==> config.mk <==
export PLATFORM = sky130hd
export DESIGN_NAME = mfc_core
export DESIGN_NICKNAME = d
export VERILOG_FILES = /design/src/mfc_pkg.sv /design/src/mfc_core.sv
export VERILOG_INCLUDE_DIRS = /design/src
export SDC_FILE = /design/constraint.sdc
export NUM_CORES = 1
export LEC_CHECK = 0
export BUFFER_PORTS_ARGS = -buffer_cell sky130_fd_sc_hd__buf_2
export CAP_MARGIN = 20
export CORE_UTILIZATION = 45
export DETAILED_ROUTE_END_ITERATION = 6
export PLACE_DENSITY = 0.74
export SETUP_SLACK_MARGIN = 0.2
export SLEW_MARGIN = 20
export SYNTH_ARGS = -nofsm -noshare
export SYNTH_HDL_FRONTEND = slang
export SYNTH_SLANG_ARGS = --single-unit
==> constraint.sdc <==
create_clock -name aclk -period 2.3 [get_ports aclk]
set_input_delay 0.115 -clock aclk [delete_from_list [all_inputs] [get_ports aclk]]
set_output_delay 0.115 -clock aclk [all_outputs]
set_load 0.01 [all_outputs]
==> src/mfc_cfg.svh <==
// offsets, field positions, reset values and timing counts of the field/cycle core
`ifndef MFC_CFG_SVH
`define MFC_CFG_SVH

`define MFC_CLK_MHZ 100
// register byte offsets
`define MFC_OFS_FIELD 8'h00
`define MFC_OFS_SAVED 8'h04
`define MFC_OFS_STATUS 8'h08
`define MFC_OFS_DATA 8'h0c
// field positions
`define MFC_FLD_LSB 0
`define MFC_SAVED_INT_LSB 2
`define MFC_ST_SRC_LSB 0
`define MFC_ST_TWO_WORD 2
`define MFC_ST_SUB_ARMED 3
`define MFC_ST_INT_ARMED 4
`define MFC_ST_WPHASE_LSB 5
// instruction register positions after the three-place shift
`define MFC_IR_CHANGE_BIT 6
`define MFC_IR_FIELD_HI 7
`define MFC_IR_FIELD_LO 8
`define MFC_IR_SHIFT 3
// reset value of every field register
`define MFC_FIELD_RST 2'h0
// times in ns and their cycle counts
`define MFC_STROBE_NS 200
`define MFC_READ_NS 600
`define MFC_INHIBIT_ENABLE_N_NS 800
`define MFC_TRIG_NS 50
`define MFC_WRITE_NS 600
`define MFC_STROBE_CYC ((`MFC_STROBE_NS * `MFC_CLK_MHZ) / 1000)
`define MFC_READ_CYC ((`MFC_READ_NS * `MFC_CLK_MHZ) / 1000)
`define MFC_INHIBIT_ENABLE_N_CYC ((`MFC_INHIBIT_ENABLE_N_NS * `MFC_CLK_MHZ + 999) / 1000)
`define MFC_TRIG_CYC ((`MFC_TRIG_NS * `MFC_CLK_MHZ) / 1000)
`define MFC_WRITE_CYC ((`MFC_WRITE_NS * `MFC_CLK_MHZ) / 1000)

`endif

==> src/mfc_pkg.sv <==
// types of the memory field control and core cycle block
package mfc_pkg;

	typedef enum logic [1:0] {
		WR_IDLE,
		WR_TRIG,
		WR_DRIVE,
		WR_HOLD
	} mfc_wphase_t;

	// processor timing pulses, one clock each
	typedef struct packed {
		logic buffer_clear_pulse;
		logic timing_pulse_0;
		logic timing_pulse_1;
		logic timing_pulse_2;
		logic timing_pulse_3;
		logic timing_pulse_4;
		logic timing_pulse_5;
		logic basic_pulse_3;
		logic basic_pulse_5;
		logic execute_pulse_0;
	} mfc_pulses_t;

	// drive toward the core stack
	typedef struct packed {
		logic base_read_request_n;
		logic base_write_request_n;
		logic ext_read_request_n;
		logic ext_write_request_n;
		logic strobe;
		logic read_drive;
		logic inhibit_enable_n;
		logic write_trigger_oneshot;
		logic write_drive;
	} mfc_stack_ctl_t;

endpackage

==> src/mfc_core.sv <==
// memory field selection, field return and core read/restore cycle sequencing
`timescale 1ns/1ps
`default_nettype none
`include "mfc_cfg.svh"

// Behaviour
// - extension read request at timing pulse 1
// - data register loaded at pulse 3 or 4
// - field 3 store keeps field 2 half
// - address latched after pulse 0, decoded
// - buffer cleared on clear pulse each cycle
// - 200 ns strobe, capture at trailing edge
// - 600 ns read interval with strobe
// - inhibit enable over 800 ns at pulse 5
// - short trigger, then 600 ns write
// - field bit 0 steers inhibit multiplexer
// - field register gives current field
// - jumps, interrupts, panel change current field
// - cycle steal uses requester's field
// - save old field on subroutine/interrupt
// - matching indirect jump restores saved field
// - three load/restore instructions affect return
// - single-word instruction uses current field
// - change bit clear keeps current field
// - change bit set: operand from IR bits 7,8
// - two-word flag at basic pulse 5
// - instruction register shifts three at BP3
// - source switches at EP0, reverts pulse 1
// - active-low select lines encode the field
// - fetch passes one half, restores whole
module mfc_core (
	input wire logic aclk,
	input wire logic aresetn,
	// axi4-lite slave
	input wire logic [7:0] s_axi_awaddr,
	input wire logic s_axi_awvalid,
	output logic s_axi_awready,
	input wire logic [31:0] s_axi_wdata,
	input wire logic [3:0] s_axi_wstrb,
	input wire logic s_axi_wvalid,
	output logic s_axi_wready,
	output logic [1:0] s_axi_bresp,
	output logic s_axi_bvalid,
	input wire logic s_axi_bready,
	input wire logic [7:0] s_axi_araddr,
	input wire logic s_axi_arvalid,
	output logic s_axi_arready,
	output logic [31:0] s_axi_rdata,
	output logic [1:0] s_axi_rresp,
	output logic s_axi_rvalid,
	input wire logic s_axi_rready,
	// processor side
	input wire mfc_pkg::mfc_pulses_t pulses,
	input wire logic mem_cycle,
	input wire logic store_cycle,
	input wire logic [11:0] store_data,
	input wire logic [11:0] addr_in,
	input wire logic [11:0] instr_in,
	input wire logic first_basic_phase,
	input wire logic second_basic_phase,
	input wire logic execute_phase,
	input wire logic two_word_decode,
	input wire logic mem_ref_instr,
	input wire logic jump_instr,
	input wire logic subroutine_jump_instr,
	input wire logic load_pair_instr,
	input wire logic load_regs_instr,
	input wire logic restore_status_instr,
	input wire logic interrupt_take,
	input wire logic [1:0] interrupt_field,
	input wire logic sub_return_match,
	input wire logic int_return_match,
	input wire logic steal_active,
	input wire logic [1:0] steal_field,
	// core stack side
	input wire logic [23:0] sense_data,
	output mfc_pkg::mfc_stack_ctl_t stack_ctl,
	output logic field_select_lo_n,
	output logic field_select_hi_n,
	output logic [11:0] addr_q,
	output logic [23:0] write_word_q,
	output logic [11:0] mdr_q,
	output logic two_word_flag_n,
	output logic field_from_instruction
);

	localparam logic [6:0] STROBE_CYC = 7'(`MFC_STROBE_CYC);
	localparam logic [6:0] READ_CYC = 7'(`MFC_READ_CYC);
	localparam logic [6:0] INHIBIT_ENABLE_N_CYC = 7'(`MFC_INHIBIT_ENABLE_N_CYC);
	localparam logic [6:0] TRIG_CYC = 7'(`MFC_TRIG_CYC);
	localparam logic [6:0] WRITE_CYC = 7'(`MFC_WRITE_CYC);

	logic [1:0] cur_field_q;
	logic [1:0] sub_field_q;
	logic [1:0] int_field_q;
	logic sub_armed_q;
	logic int_armed_q;
	logic [11:0] ir_q;
	logic two_word_q;
	logic from_instr_q;
	logic [1:0] eff_field;
	logic ext_sel;
	logic odd_sel;
	logic [23:0] mbr_q;
	logic rd_go;
	logic wr_go;
	logic [6:0] strobe_cnt_q;
	logic [6:0] read_cnt_q;
	logic [6:0] inhibit_enable_n_cnt_q;
	logic [6:0] wr_cnt_q;
	mfc_pkg::mfc_wphase_t wphase_q;
	logic change_ep0;
	logic [1:0] ir_field;

	// ----------------------------------------------------------------
	// field selection
	// ----------------------------------------------------------------
	assign ir_field = {ir_q[`MFC_IR_FIELD_HI], ir_q[`MFC_IR_FIELD_LO]};
	// a steal always wins: the requester owns the whole cycle
	always_comb begin
		if (steal_active) begin
			eff_field = steal_field;
		end else if (from_instr_q) begin
			eff_field = ir_field;
		end else begin
			eff_field = cur_field_q;
		end
	end
	assign field_select_lo_n = ~eff_field[1];
	assign field_select_hi_n = ~eff_field[0];
	assign ext_sel = eff_field[1];
	assign odd_sel = eff_field[0];
	assign field_from_instruction = from_instr_q;
	assign two_word_flag_n = ~two_word_q;
	assign change_ep0 = pulses.execute_pulse_0 & two_word_q
		& ir_q[`MFC_IR_CHANGE_BIT];

	// ----------------------------------------------------------------
	// instruction register and two-word flag
	// ----------------------------------------------------------------
	always_ff @(posedge aclk) begin
		if (!aresetn) begin
			ir_q <= 12'h000;
		end else if (pulses.basic_pulse_3 && first_basic_phase) begin
			ir_q <= instr_in;
		end else if (pulses.basic_pulse_3 && second_basic_phase
			&& two_word_q) begin
			ir_q <= ir_q << `MFC_IR_SHIFT;
		end
	end

	always_ff @(posedge aclk) begin
		if (!aresetn) begin
			two_word_q <= 1'b0;
		end else if (pulses.basic_pulse_5 && first_basic_phase) begin
			two_word_q <= two_word_decode;
		end else if (pulses.timing_pulse_1 && !execute_phase
			&& !second_basic_phase && !first_basic_phase) begin
			two_word_q <= 1'b0;
		end
	end

	// operand field source: set at EP0, back to current at pulse 1
	always_ff @(posedge aclk) begin
		if (!aresetn) begin
			from_instr_q <= 1'b0;
		end else if (change_ep0 && mem_ref_instr && !jump_instr
			&& !subroutine_jump_instr) begin
			from_instr_q <= 1'b1;
		end else if (pulses.timing_pulse_1 && !execute_phase) begin
			from_instr_q <= 1'b0;
		end
	end

	// ----------------------------------------------------------------
	// current field and automatic return
	// ----------------------------------------------------------------
	logic pan_wr;
	logic [1:0] pan_val;

	// hardware field changes win over a panel load in the same cycle
	always_ff @(posedge aclk) begin
		if (!aresetn) begin
			cur_field_q <= `MFC_FIELD_RST;
		end else if (interrupt_take) begin
			cur_field_q <= interrupt_field;
		end else if (change_ep0 && (jump_instr
			|| subroutine_jump_instr)) begin
			cur_field_q <= ir_field;
		end else if (sub_return_match && sub_armed_q) begin
			cur_field_q <= sub_field_q;
		end else if (int_return_match && int_armed_q) begin
			cur_field_q <= int_field_q;
		end else if (pan_wr) begin
			cur_field_q <= pan_val;
		end
	end

	always_ff @(posedge aclk) begin
		if (!aresetn) begin
			sub_field_q <= `MFC_FIELD_RST;
			sub_armed_q <= 1'b0;
		end else if (change_ep0 && subroutine_jump_instr) begin
			sub_field_q <= cur_field_q;
			sub_armed_q <= 1'b1;
		end else if (sub_return_match && sub_armed_q) begin
			sub_armed_q <= 1'b0;
		end else if (pulses.execute_pulse_0 && (load_pair_instr
			|| load_regs_instr)) begin
			sub_armed_q <= 1'b0;
		end
	end

	// restore-status or load-regs at EP0 ends that return without reinstating the interrupted field
	always_ff @(posedge aclk) begin
		if (!aresetn) begin
			int_field_q <= `MFC_FIELD_RST;
			int_armed_q <= 1'b0;
		end else if (interrupt_take) begin
			int_field_q <= cur_field_q;
			int_armed_q <= 1'b1;
		end else if (int_return_match && int_armed_q) begin
			int_armed_q <= 1'b0;
		end else if (pulses.execute_pulse_0 && (restore_status_instr
			|| load_regs_instr)) begin
			int_armed_q <= 1'b0;
		end
	end

	// ----------------------------------------------------------------
	// address, buffer and data registers
	// ----------------------------------------------------------------
	// pulse 0 is one clock, so its trailing edge is the clock that ends it
	always_ff @(posedge aclk) begin
		if (!aresetn) begin
			addr_q <= 12'h000;
		end else if (pulses.timing_pulse_0) begin
			addr_q <= addr_in;
		end
	end

	always_ff @(posedge aclk) begin
		if (!aresetn) begin
			mbr_q <= 24'h000000;
		end else if (pulses.buffer_clear_pulse) begin
			mbr_q <= 24'h000000;
		end else if (strobe_cnt_q == 7'h01) begin
			mbr_q <= sense_data;
		end
	end

	// store: bus word; fetch: the half picked by field bit 0
	always_ff @(posedge aclk) begin
		if (!aresetn) begin
			mdr_q <= 12'h000;
		end else if (mem_cycle && (pulses.timing_pulse_3
			|| pulses.timing_pulse_4)) begin
			if (store_cycle) begin
				mdr_q <= store_data;
			end else begin
				mdr_q <= odd_sel ? mbr_q[23:12] : mbr_q[11:0];
			end
		end
	end

	// the other half of the double word is rewritten as it was read
	always_ff @(posedge aclk) begin
		if (!aresetn) begin
			write_word_q <= 24'h000000;
		end else if (wr_go) begin
			if (odd_sel) begin
				write_word_q <= {mdr_q, mbr_q[11:0]};
			end else begin
				write_word_q <= {mbr_q[23:12], mdr_q};
			end
		end
	end

	// ----------------------------------------------------------------
	// core cycle timing
	// ----------------------------------------------------------------
	// extension fields start one pulse earlier than the base stack
	assign rd_go = mem_cycle && (ext_sel ? pulses.timing_pulse_1
		: pulses.timing_pulse_2);
	assign wr_go = mem_cycle && pulses.timing_pulse_5;

	always_ff @(posedge aclk) begin
		if (!aresetn) begin
			strobe_cnt_q <= 7'h00;
			read_cnt_q <= 7'h00;
		end else if (rd_go) begin
			strobe_cnt_q <= STROBE_CYC;
			read_cnt_q <= READ_CYC;
		end else begin
			if (strobe_cnt_q != 7'h00) begin
				strobe_cnt_q <= strobe_cnt_q - 7'h01;
			end
			if (read_cnt_q != 7'h00) begin
				read_cnt_q <= read_cnt_q - 7'h01;
			end
		end
	end

	always_ff @(posedge aclk) begin
		if (!aresetn) begin
			inhibit_enable_n_cnt_q <= 7'h00;
		end else if (wr_go) begin
			inhibit_enable_n_cnt_q <= INHIBIT_ENABLE_N_CYC;
		end else if (inhibit_enable_n_cnt_q != 7'h00) begin
			inhibit_enable_n_cnt_q <= inhibit_enable_n_cnt_q - 7'h01;
		end
	end

	// the write drive begins only when the trigger pulse has ended
	always_ff @(posedge aclk) begin
		if (!aresetn) begin
			wphase_q <= mfc_pkg::WR_IDLE;
			wr_cnt_q <= 7'h00;
		end else begin
			case (wphase_q)
			mfc_pkg::WR_IDLE: begin
				if (wr_go) begin
					wphase_q <= mfc_pkg::WR_TRIG;
					wr_cnt_q <= TRIG_CYC;
				end
			end
			mfc_pkg::WR_TRIG: begin
				if (wr_cnt_q == 7'h01) begin
					wphase_q <= mfc_pkg::WR_DRIVE;
					wr_cnt_q <= WRITE_CYC;
				end else begin
					wr_cnt_q <= wr_cnt_q - 7'h01;
				end
			end
			mfc_pkg::WR_DRIVE: begin
				if (wr_cnt_q == 7'h01) begin
					wphase_q <= mfc_pkg::WR_HOLD;
					wr_cnt_q <= 7'h00;
				end else begin
					wr_cnt_q <= wr_cnt_q - 7'h01;
				end
			end
			mfc_pkg::WR_HOLD: begin
				if (inhibit_enable_n_cnt_q == 7'h00) begin
					wphase_q <= mfc_pkg::WR_IDLE;
				end
			end
			default: begin
				wphase_q <= mfc_pkg::WR_IDLE;
				wr_cnt_q <= 7'h00;
			end
			endcase
		end
	end

	always_comb begin
		stack_ctl.base_read_request_n = ~(rd_go & ~ext_sel);
		stack_ctl.ext_read_request_n = ~(rd_go & ext_sel);
		stack_ctl.base_write_request_n = ~(wr_go & ~ext_sel);
		stack_ctl.ext_write_request_n = ~(wr_go & ext_sel);
		stack_ctl.strobe = strobe_cnt_q != 7'h00;
		stack_ctl.read_drive = read_cnt_q != 7'h00;
		stack_ctl.inhibit_enable_n = inhibit_enable_n_cnt_q == 7'h00;
		stack_ctl.write_trigger_oneshot = wphase_q == mfc_pkg::WR_TRIG;
		stack_ctl.write_drive = wphase_q == mfc_pkg::WR_DRIVE;
	end

	// ----------------------------------------------------------------
	// axi4-lite slave
	// ----------------------------------------------------------------
	logic aw_got_q;
	logic w_got_q;
	logic [7:0] aw_q;
	logic [31:0] wd_q;
	logic [3:0] ws_q;
	logic [31:0] rd_val;
	logic rd_ok;

	assign s_axi_awready = ~aw_got_q & ~s_axi_bvalid;
	assign s_axi_wready = ~w_got_q & ~s_axi_bvalid;
	assign s_axi_arready = ~s_axi_rvalid;
	assign pan_wr = aw_got_q && w_got_q && ws_q[0]
		&& aw_q == `MFC_OFS_FIELD;
	assign pan_val = wd_q[`MFC_FLD_LSB +: 2];

	always_ff @(posedge aclk) begin
		if (!aresetn) begin
			aw_got_q <= 1'b0;
			w_got_q <= 1'b0;
			aw_q <= 8'h00;
			wd_q <= 32'h00000000;
			ws_q <= 4'h0;
			s_axi_bvalid <= 1'b0;
			s_axi_bresp <= 2'h0;
		end else begin
			if (s_axi_awvalid && s_axi_awready) begin
				aw_got_q <= 1'b1;
				aw_q <= {s_axi_awaddr[7:2], 2'h0};
			end
			if (s_axi_wvalid && s_axi_wready) begin
				w_got_q <= 1'b1;
				wd_q <= s_axi_wdata;
				ws_q <= s_axi_wstrb;
			end
			if (aw_got_q && w_got_q) begin
				aw_got_q <= 1'b0;
				w_got_q <= 1'b0;
				s_axi_bvalid <= 1'b1;
				s_axi_bresp <= (aw_q == `MFC_OFS_FIELD) ? 2'h0 : 2'h2;
			end else if (s_axi_bvalid && s_axi_bready) begin
				s_axi_bvalid <= 1'b0;
			end
		end
	end

	always_comb begin
		rd_val = 32'h00000000;
		rd_ok = 1'b1;
		case ({s_axi_araddr[7:2], 2'h0})
		`MFC_OFS_FIELD: rd_val[`MFC_FLD_LSB +: 2] = cur_field_q;
		`MFC_OFS_SAVED: begin
			rd_val[1:0] = sub_field_q;
			rd_val[`MFC_SAVED_INT_LSB +: 2] = int_field_q;
		end
		`MFC_OFS_STATUS: begin
			rd_val[`MFC_ST_SRC_LSB +: 2] = eff_field;
			rd_val[`MFC_ST_TWO_WORD] = two_word_q;
			rd_val[`MFC_ST_SUB_ARMED] = sub_armed_q;
			rd_val[`MFC_ST_INT_ARMED] = int_armed_q;
			rd_val[`MFC_ST_WPHASE_LSB +: 2] = wphase_q;
		end
		`MFC_OFS_DATA: rd_val = {8'h00, mbr_q};
		default: rd_ok = 1'b0;
		endcase
	end

	always_ff @(posedge aclk) begin
		if (!aresetn) begin
			s_axi_rvalid <= 1'b0;
			s_axi_rdata <= 32'h00000000;
			s_axi_rresp <= 2'h0;
		end else if (s_axi_arvalid && s_axi_arready) begin
			s_axi_rvalid <= 1'b1;
			s_axi_rdata <= rd_val;
			s_axi_rresp <= rd_ok ? 2'h0 : 2'h2;
		end else if (s_axi_rvalid && s_axi_rready) begin
			s_axi_rvalid <= 1'b0;
		end
	end

endmodule
`default_nettype wire

==> results.txt <==
The flow ran to the end, and the final reports show no timing, DRC or antenna violations. The average footprint of a synthesized cell came out at 8.777 µm². VDD sags by at most 697.1 µV.

TritonCTS built the clock tree. The number of primary I/O pins is 251. The wire-length estimate of the detail-placed layout is 13.82 mm. Counting every sink on the clock net gives 160. Row generation in the floorplan step produced 45 rows. Setup repair after global routing left no endpoint under its margin. The maximum net fanout on the critical path is 38.

In this run the tool buffered the top-level ports with 200 buffer cells. The horizontal die dimension is 128.8 µm. In this run the critical register-to-register path is launched from field_from_instruction. Power comes to 8782 µW. The number of fillers in the final layout is 1331. The mapped cell area came out at 7232 µm². Dividing the detail-routed wire length by the instance count gives 16.11 µm. In this design, the stage delay of the slowest critical-path cell is 390 ps. The cell area after layout came out at 9544 µm².

The total placed instance area is 8351 µm². The final hold violation count is 0. Counting I/O delays and the setup requirement, the final critical path takes 1979 ps. The smallest hold slack came out at 13.63 ps. The slew at the pin closest to its max-slew limit is 659.6 ps. The terminus of the critical flop-to-flop path is write_word_q[8]. The gate count after technology mapping is 824.

0 antenna diodes ended up in the layout. The wire length of the first global-routing pass came out at 31.94 mm. The pin count of the biggest net entering global routing came out at 71.

The worst hold path was traced through 3 stages. The data required time of the worst path is 2180 ps. The final weighted congestion of routability-driven global placement came out at 0.8456. The share of final-layout standard cells stronger than drive strength 1 is 0.2470. The total area of multi-input combinational cells came out at 3656 µm².

The arrival time of the worst setup path came out at 1860 ps. The via count of the first global-routing pass is 6318. The sum of overflow across all layers after global routing is 0. The count of yosys warnings during synthesis is 0. The initial antenna violation count came out at 0.

The most used flip-flop cell after synthesis is dfxtp_1. The ratio of final minimum period to clock period came out at 0.8605. For this design the ratio of total power to cell area is 920.2 nW/µm². The area growth from synthesis to layout is 31.97%. Registers take 3203 µm². The count of buffer and inverter cells on the critical path is 2. Before antenna repair, the detailed router went through 5 iterations. The leakage dissipation came out at 0.004159 µW. The tightest min-delay check is of the input pin to flip-flop type. The library cell used most frequently in the layout, excluding fill and tap cells, is buf_2. The flop-to-flop setup slack is 510 ps. For this run, the number of standard cells in the final layout without fillers is 1284. The overall routing resource usage is 0.2483. The initial cell density of the core came out at 0.4688.

Counting tap cells, the placed design contains a total of 1192 instances. In this run, CTS created clock tree buffers numbering 17. The largest individual stage delay along the critical path comes from the cell dfxtp_1.

The die area is 16580 µm². The tool flagged a number of max-cap violations equal to 0. The setup path with the least slack is of type flip-flop to primary output. For hold timing, the worst endpoint is sub_field_q[0]. In the synthesized netlist the async set-or-reset flop fraction comes to 0. The final count of pins violating max slew came out at 0.

The number of synthesized flops with an enable pin is 0. The number of synthesized register bits is 160. Walking the worst path, the cells encountered are mux2_2, mux2i_4, buf_12, buf_2. The worst hold path begins at subroutine_jump_instr. The number of design-rule violations left by the first detailed-router iteration is 452. The count of endpoints failing setup in the final report is 0. Summing over every cut layer, the via total after detailed routing is 6858. The count of unresolved DRC violations after routing is 0. The worst setup path is captured at a primary output. The clock latency at the later pin of the worst-skew pair came out at 420 ps.

The deepest clock path buffer count came out at 2. The number of nets still failing antenna checks after routing is 0. The post-CTS resize count came out at 0. The y dimension of the die came out at 128.8 µm. The number of nets in the layout came out at 1224. The post-synthesis cell type count came out at 64. STA classifies the critical path startpoint as a flip-flop. The final routed wirelength across all metal layers is 20.69 mm.

Across the routed clock network, the largest skew measured is 11.42 ps. The logic depth of the worst register-to-register path came out at 5. After clock tree synthesis, the clock-pin slew on the worst setup and hold paths is 60 ps. The mean number of vias per cell is 5.341. CTS built an H-tree with a depth of 4. The fmax is 505.3 MHz. The placeable core region came out at 15430 µm². The kind of cell with the highest combined delay along the critical path is multiplexers. The worst max-slew margin expressed relative to the limit is 0.5603.

Leaving out fill and tap cells, the most frequent cells in the layout are 200 x buf_2, 160 x dfxtp_1, 85 x nand2_1. The setup TNS is 0 ps. The library cell used as clock root buffer is clkbuf_16.

The fraction of the yosys area taken by sequential cells came out at 0.4429.
[sequential cells by signal, summed over array words and instances (netlist names), 2 cells and up]
| name | count |
|---|---|
| read_cnt_q | 7 |
| mbr_q | 24 |
| strobe_cnt_q | 7 |
| wd_q | 2 |
| wr_cnt_q | 7 |
| addr_q | 12 |
| cur_field_q | 2 |
| int_field_q | 2 |
| ir_q | 9 |
| write_word_q | 24 |
| inhibit_enable_n_cnt_q | 7 |
| wphase_q | 2 |
| aw_q | 6 |
| s_axi_rdata | 24 |
| sub_field_q | 2 |
| mdr_q | 12 |
[power by group]
group	internal (µW)	leakage, µW	switching (µW)
Clock	1660	0.000278	1150
Combinational	1160	0.00257	1410
Sequential	3090	0.00131	316
[worst min-delay path: stages]
cell	delay, ps
buf_2	130
nand3_1	80
a21oi_1	50
[metrics by stage]
stage                       util  worst slack, ps
final                     0.6187            320.8
after global routing      0.6187            279.0
after floorplan                -            616.2
after global placement    0.5413            558.6
after CTS                 0.6177            303.9
after detailed placement  0.5413            530.3
[per-layer routing]
metal / track usage / share of wire / routed length [µm]
met3: 0.06029 / 0.064 / 1327
met1: 0.3185 / 0.44 / 9112
met2: 0.4156 / 0.48 / 10020
met4: 0.06851 / 0.011 / 228
met5: 0 / 0 / 0
[cell type report]
class                   instances  share of cell area
flip-flops and latches        160              0.3356
repair buffers                275              0.1806
clock buffers                  19             0.04746
clock inverters                12             0.01416
well taps                     211             0.02766
inverters                      29             0.01141
multi-input cells             578              0.3831
[cells by family after synthesis]
kind of cell / synth area share
AND/OR/NAND/NOR: 0.1751
buffers and inverters: 0.05848
flip-flops: 0.4429
multiplexers: 0.09862
AO/OA/AOI/OAI: 0.1844
adder cells (fa/ha/maj): 0.02422
XOR/XNOR: 0.01574
other: 0.0005185
[how the worst max path moves through the flow]
stage                     cells after the start                end  slack, ps              startpoint
after floorplan                               6   write_word_q[15]        620  field_from_instruction
after global placement                        5    write_word_q[8]        560  field_from_instruction
after detailed placement                      5    write_word_q[8]        530  field_from_instruction
after CTS                                     4       stack_ctl[4]        300         strobe_cnt_q[4]
after global routing                          4  field_select_hi_n        280  field_from_instruction
final                                         4  field_select_hi_n        320  field_from_instruction
[Yosys cell counts (all sizes together) (2+ instances only)]
library cell    n  share of area
o21a            7         0.0073
a32oi           7         0.0085
o211ai          8         0.0083
xor2            4         0.0048
or3             7         0.0069
o31a            2         0.0024
o2bb2ai         2         0.0024
nand4           2         0.0017
nor3b           2         0.0036
nand2          85          0.044
nor2           81          0.042
nor3            8         0.0055
ha             14          0.024
xnor2           9          0.011
o311ai          2         0.0024
a2111oi         3         0.0054
mux2i          69          0.096
o2111ai         2         0.0024
a31oi           2         0.0017
a311oi          6         0.0073
buf            24          0.022
and2            7         0.0061
nand3b          4         0.0042
nand3          39          0.027
or4             6         0.0069
o221ai         15          0.018
a211oi          3         0.0031
nor2b           5         0.0043
nor4           10          0.012
a21boi          3         0.0036
clkbuf         42          0.022
a22oi          19          0.020
a21oi          66          0.046
and3            2         0.0017
nand2b          8         0.0069
o21ai          42          0.029
inv            29          0.015
mux2            2         0.0031
dfxtp         160           0.44
a221oi          6         0.0081
[what timing repair did]
action                     CTS  global route
hold endpoints to repair    58             0
buffers inserted             0             2
setup endpoints to repair    0             1
hold buffers                59             0
No activity file was read; power rests on OpenSTA's default activity.
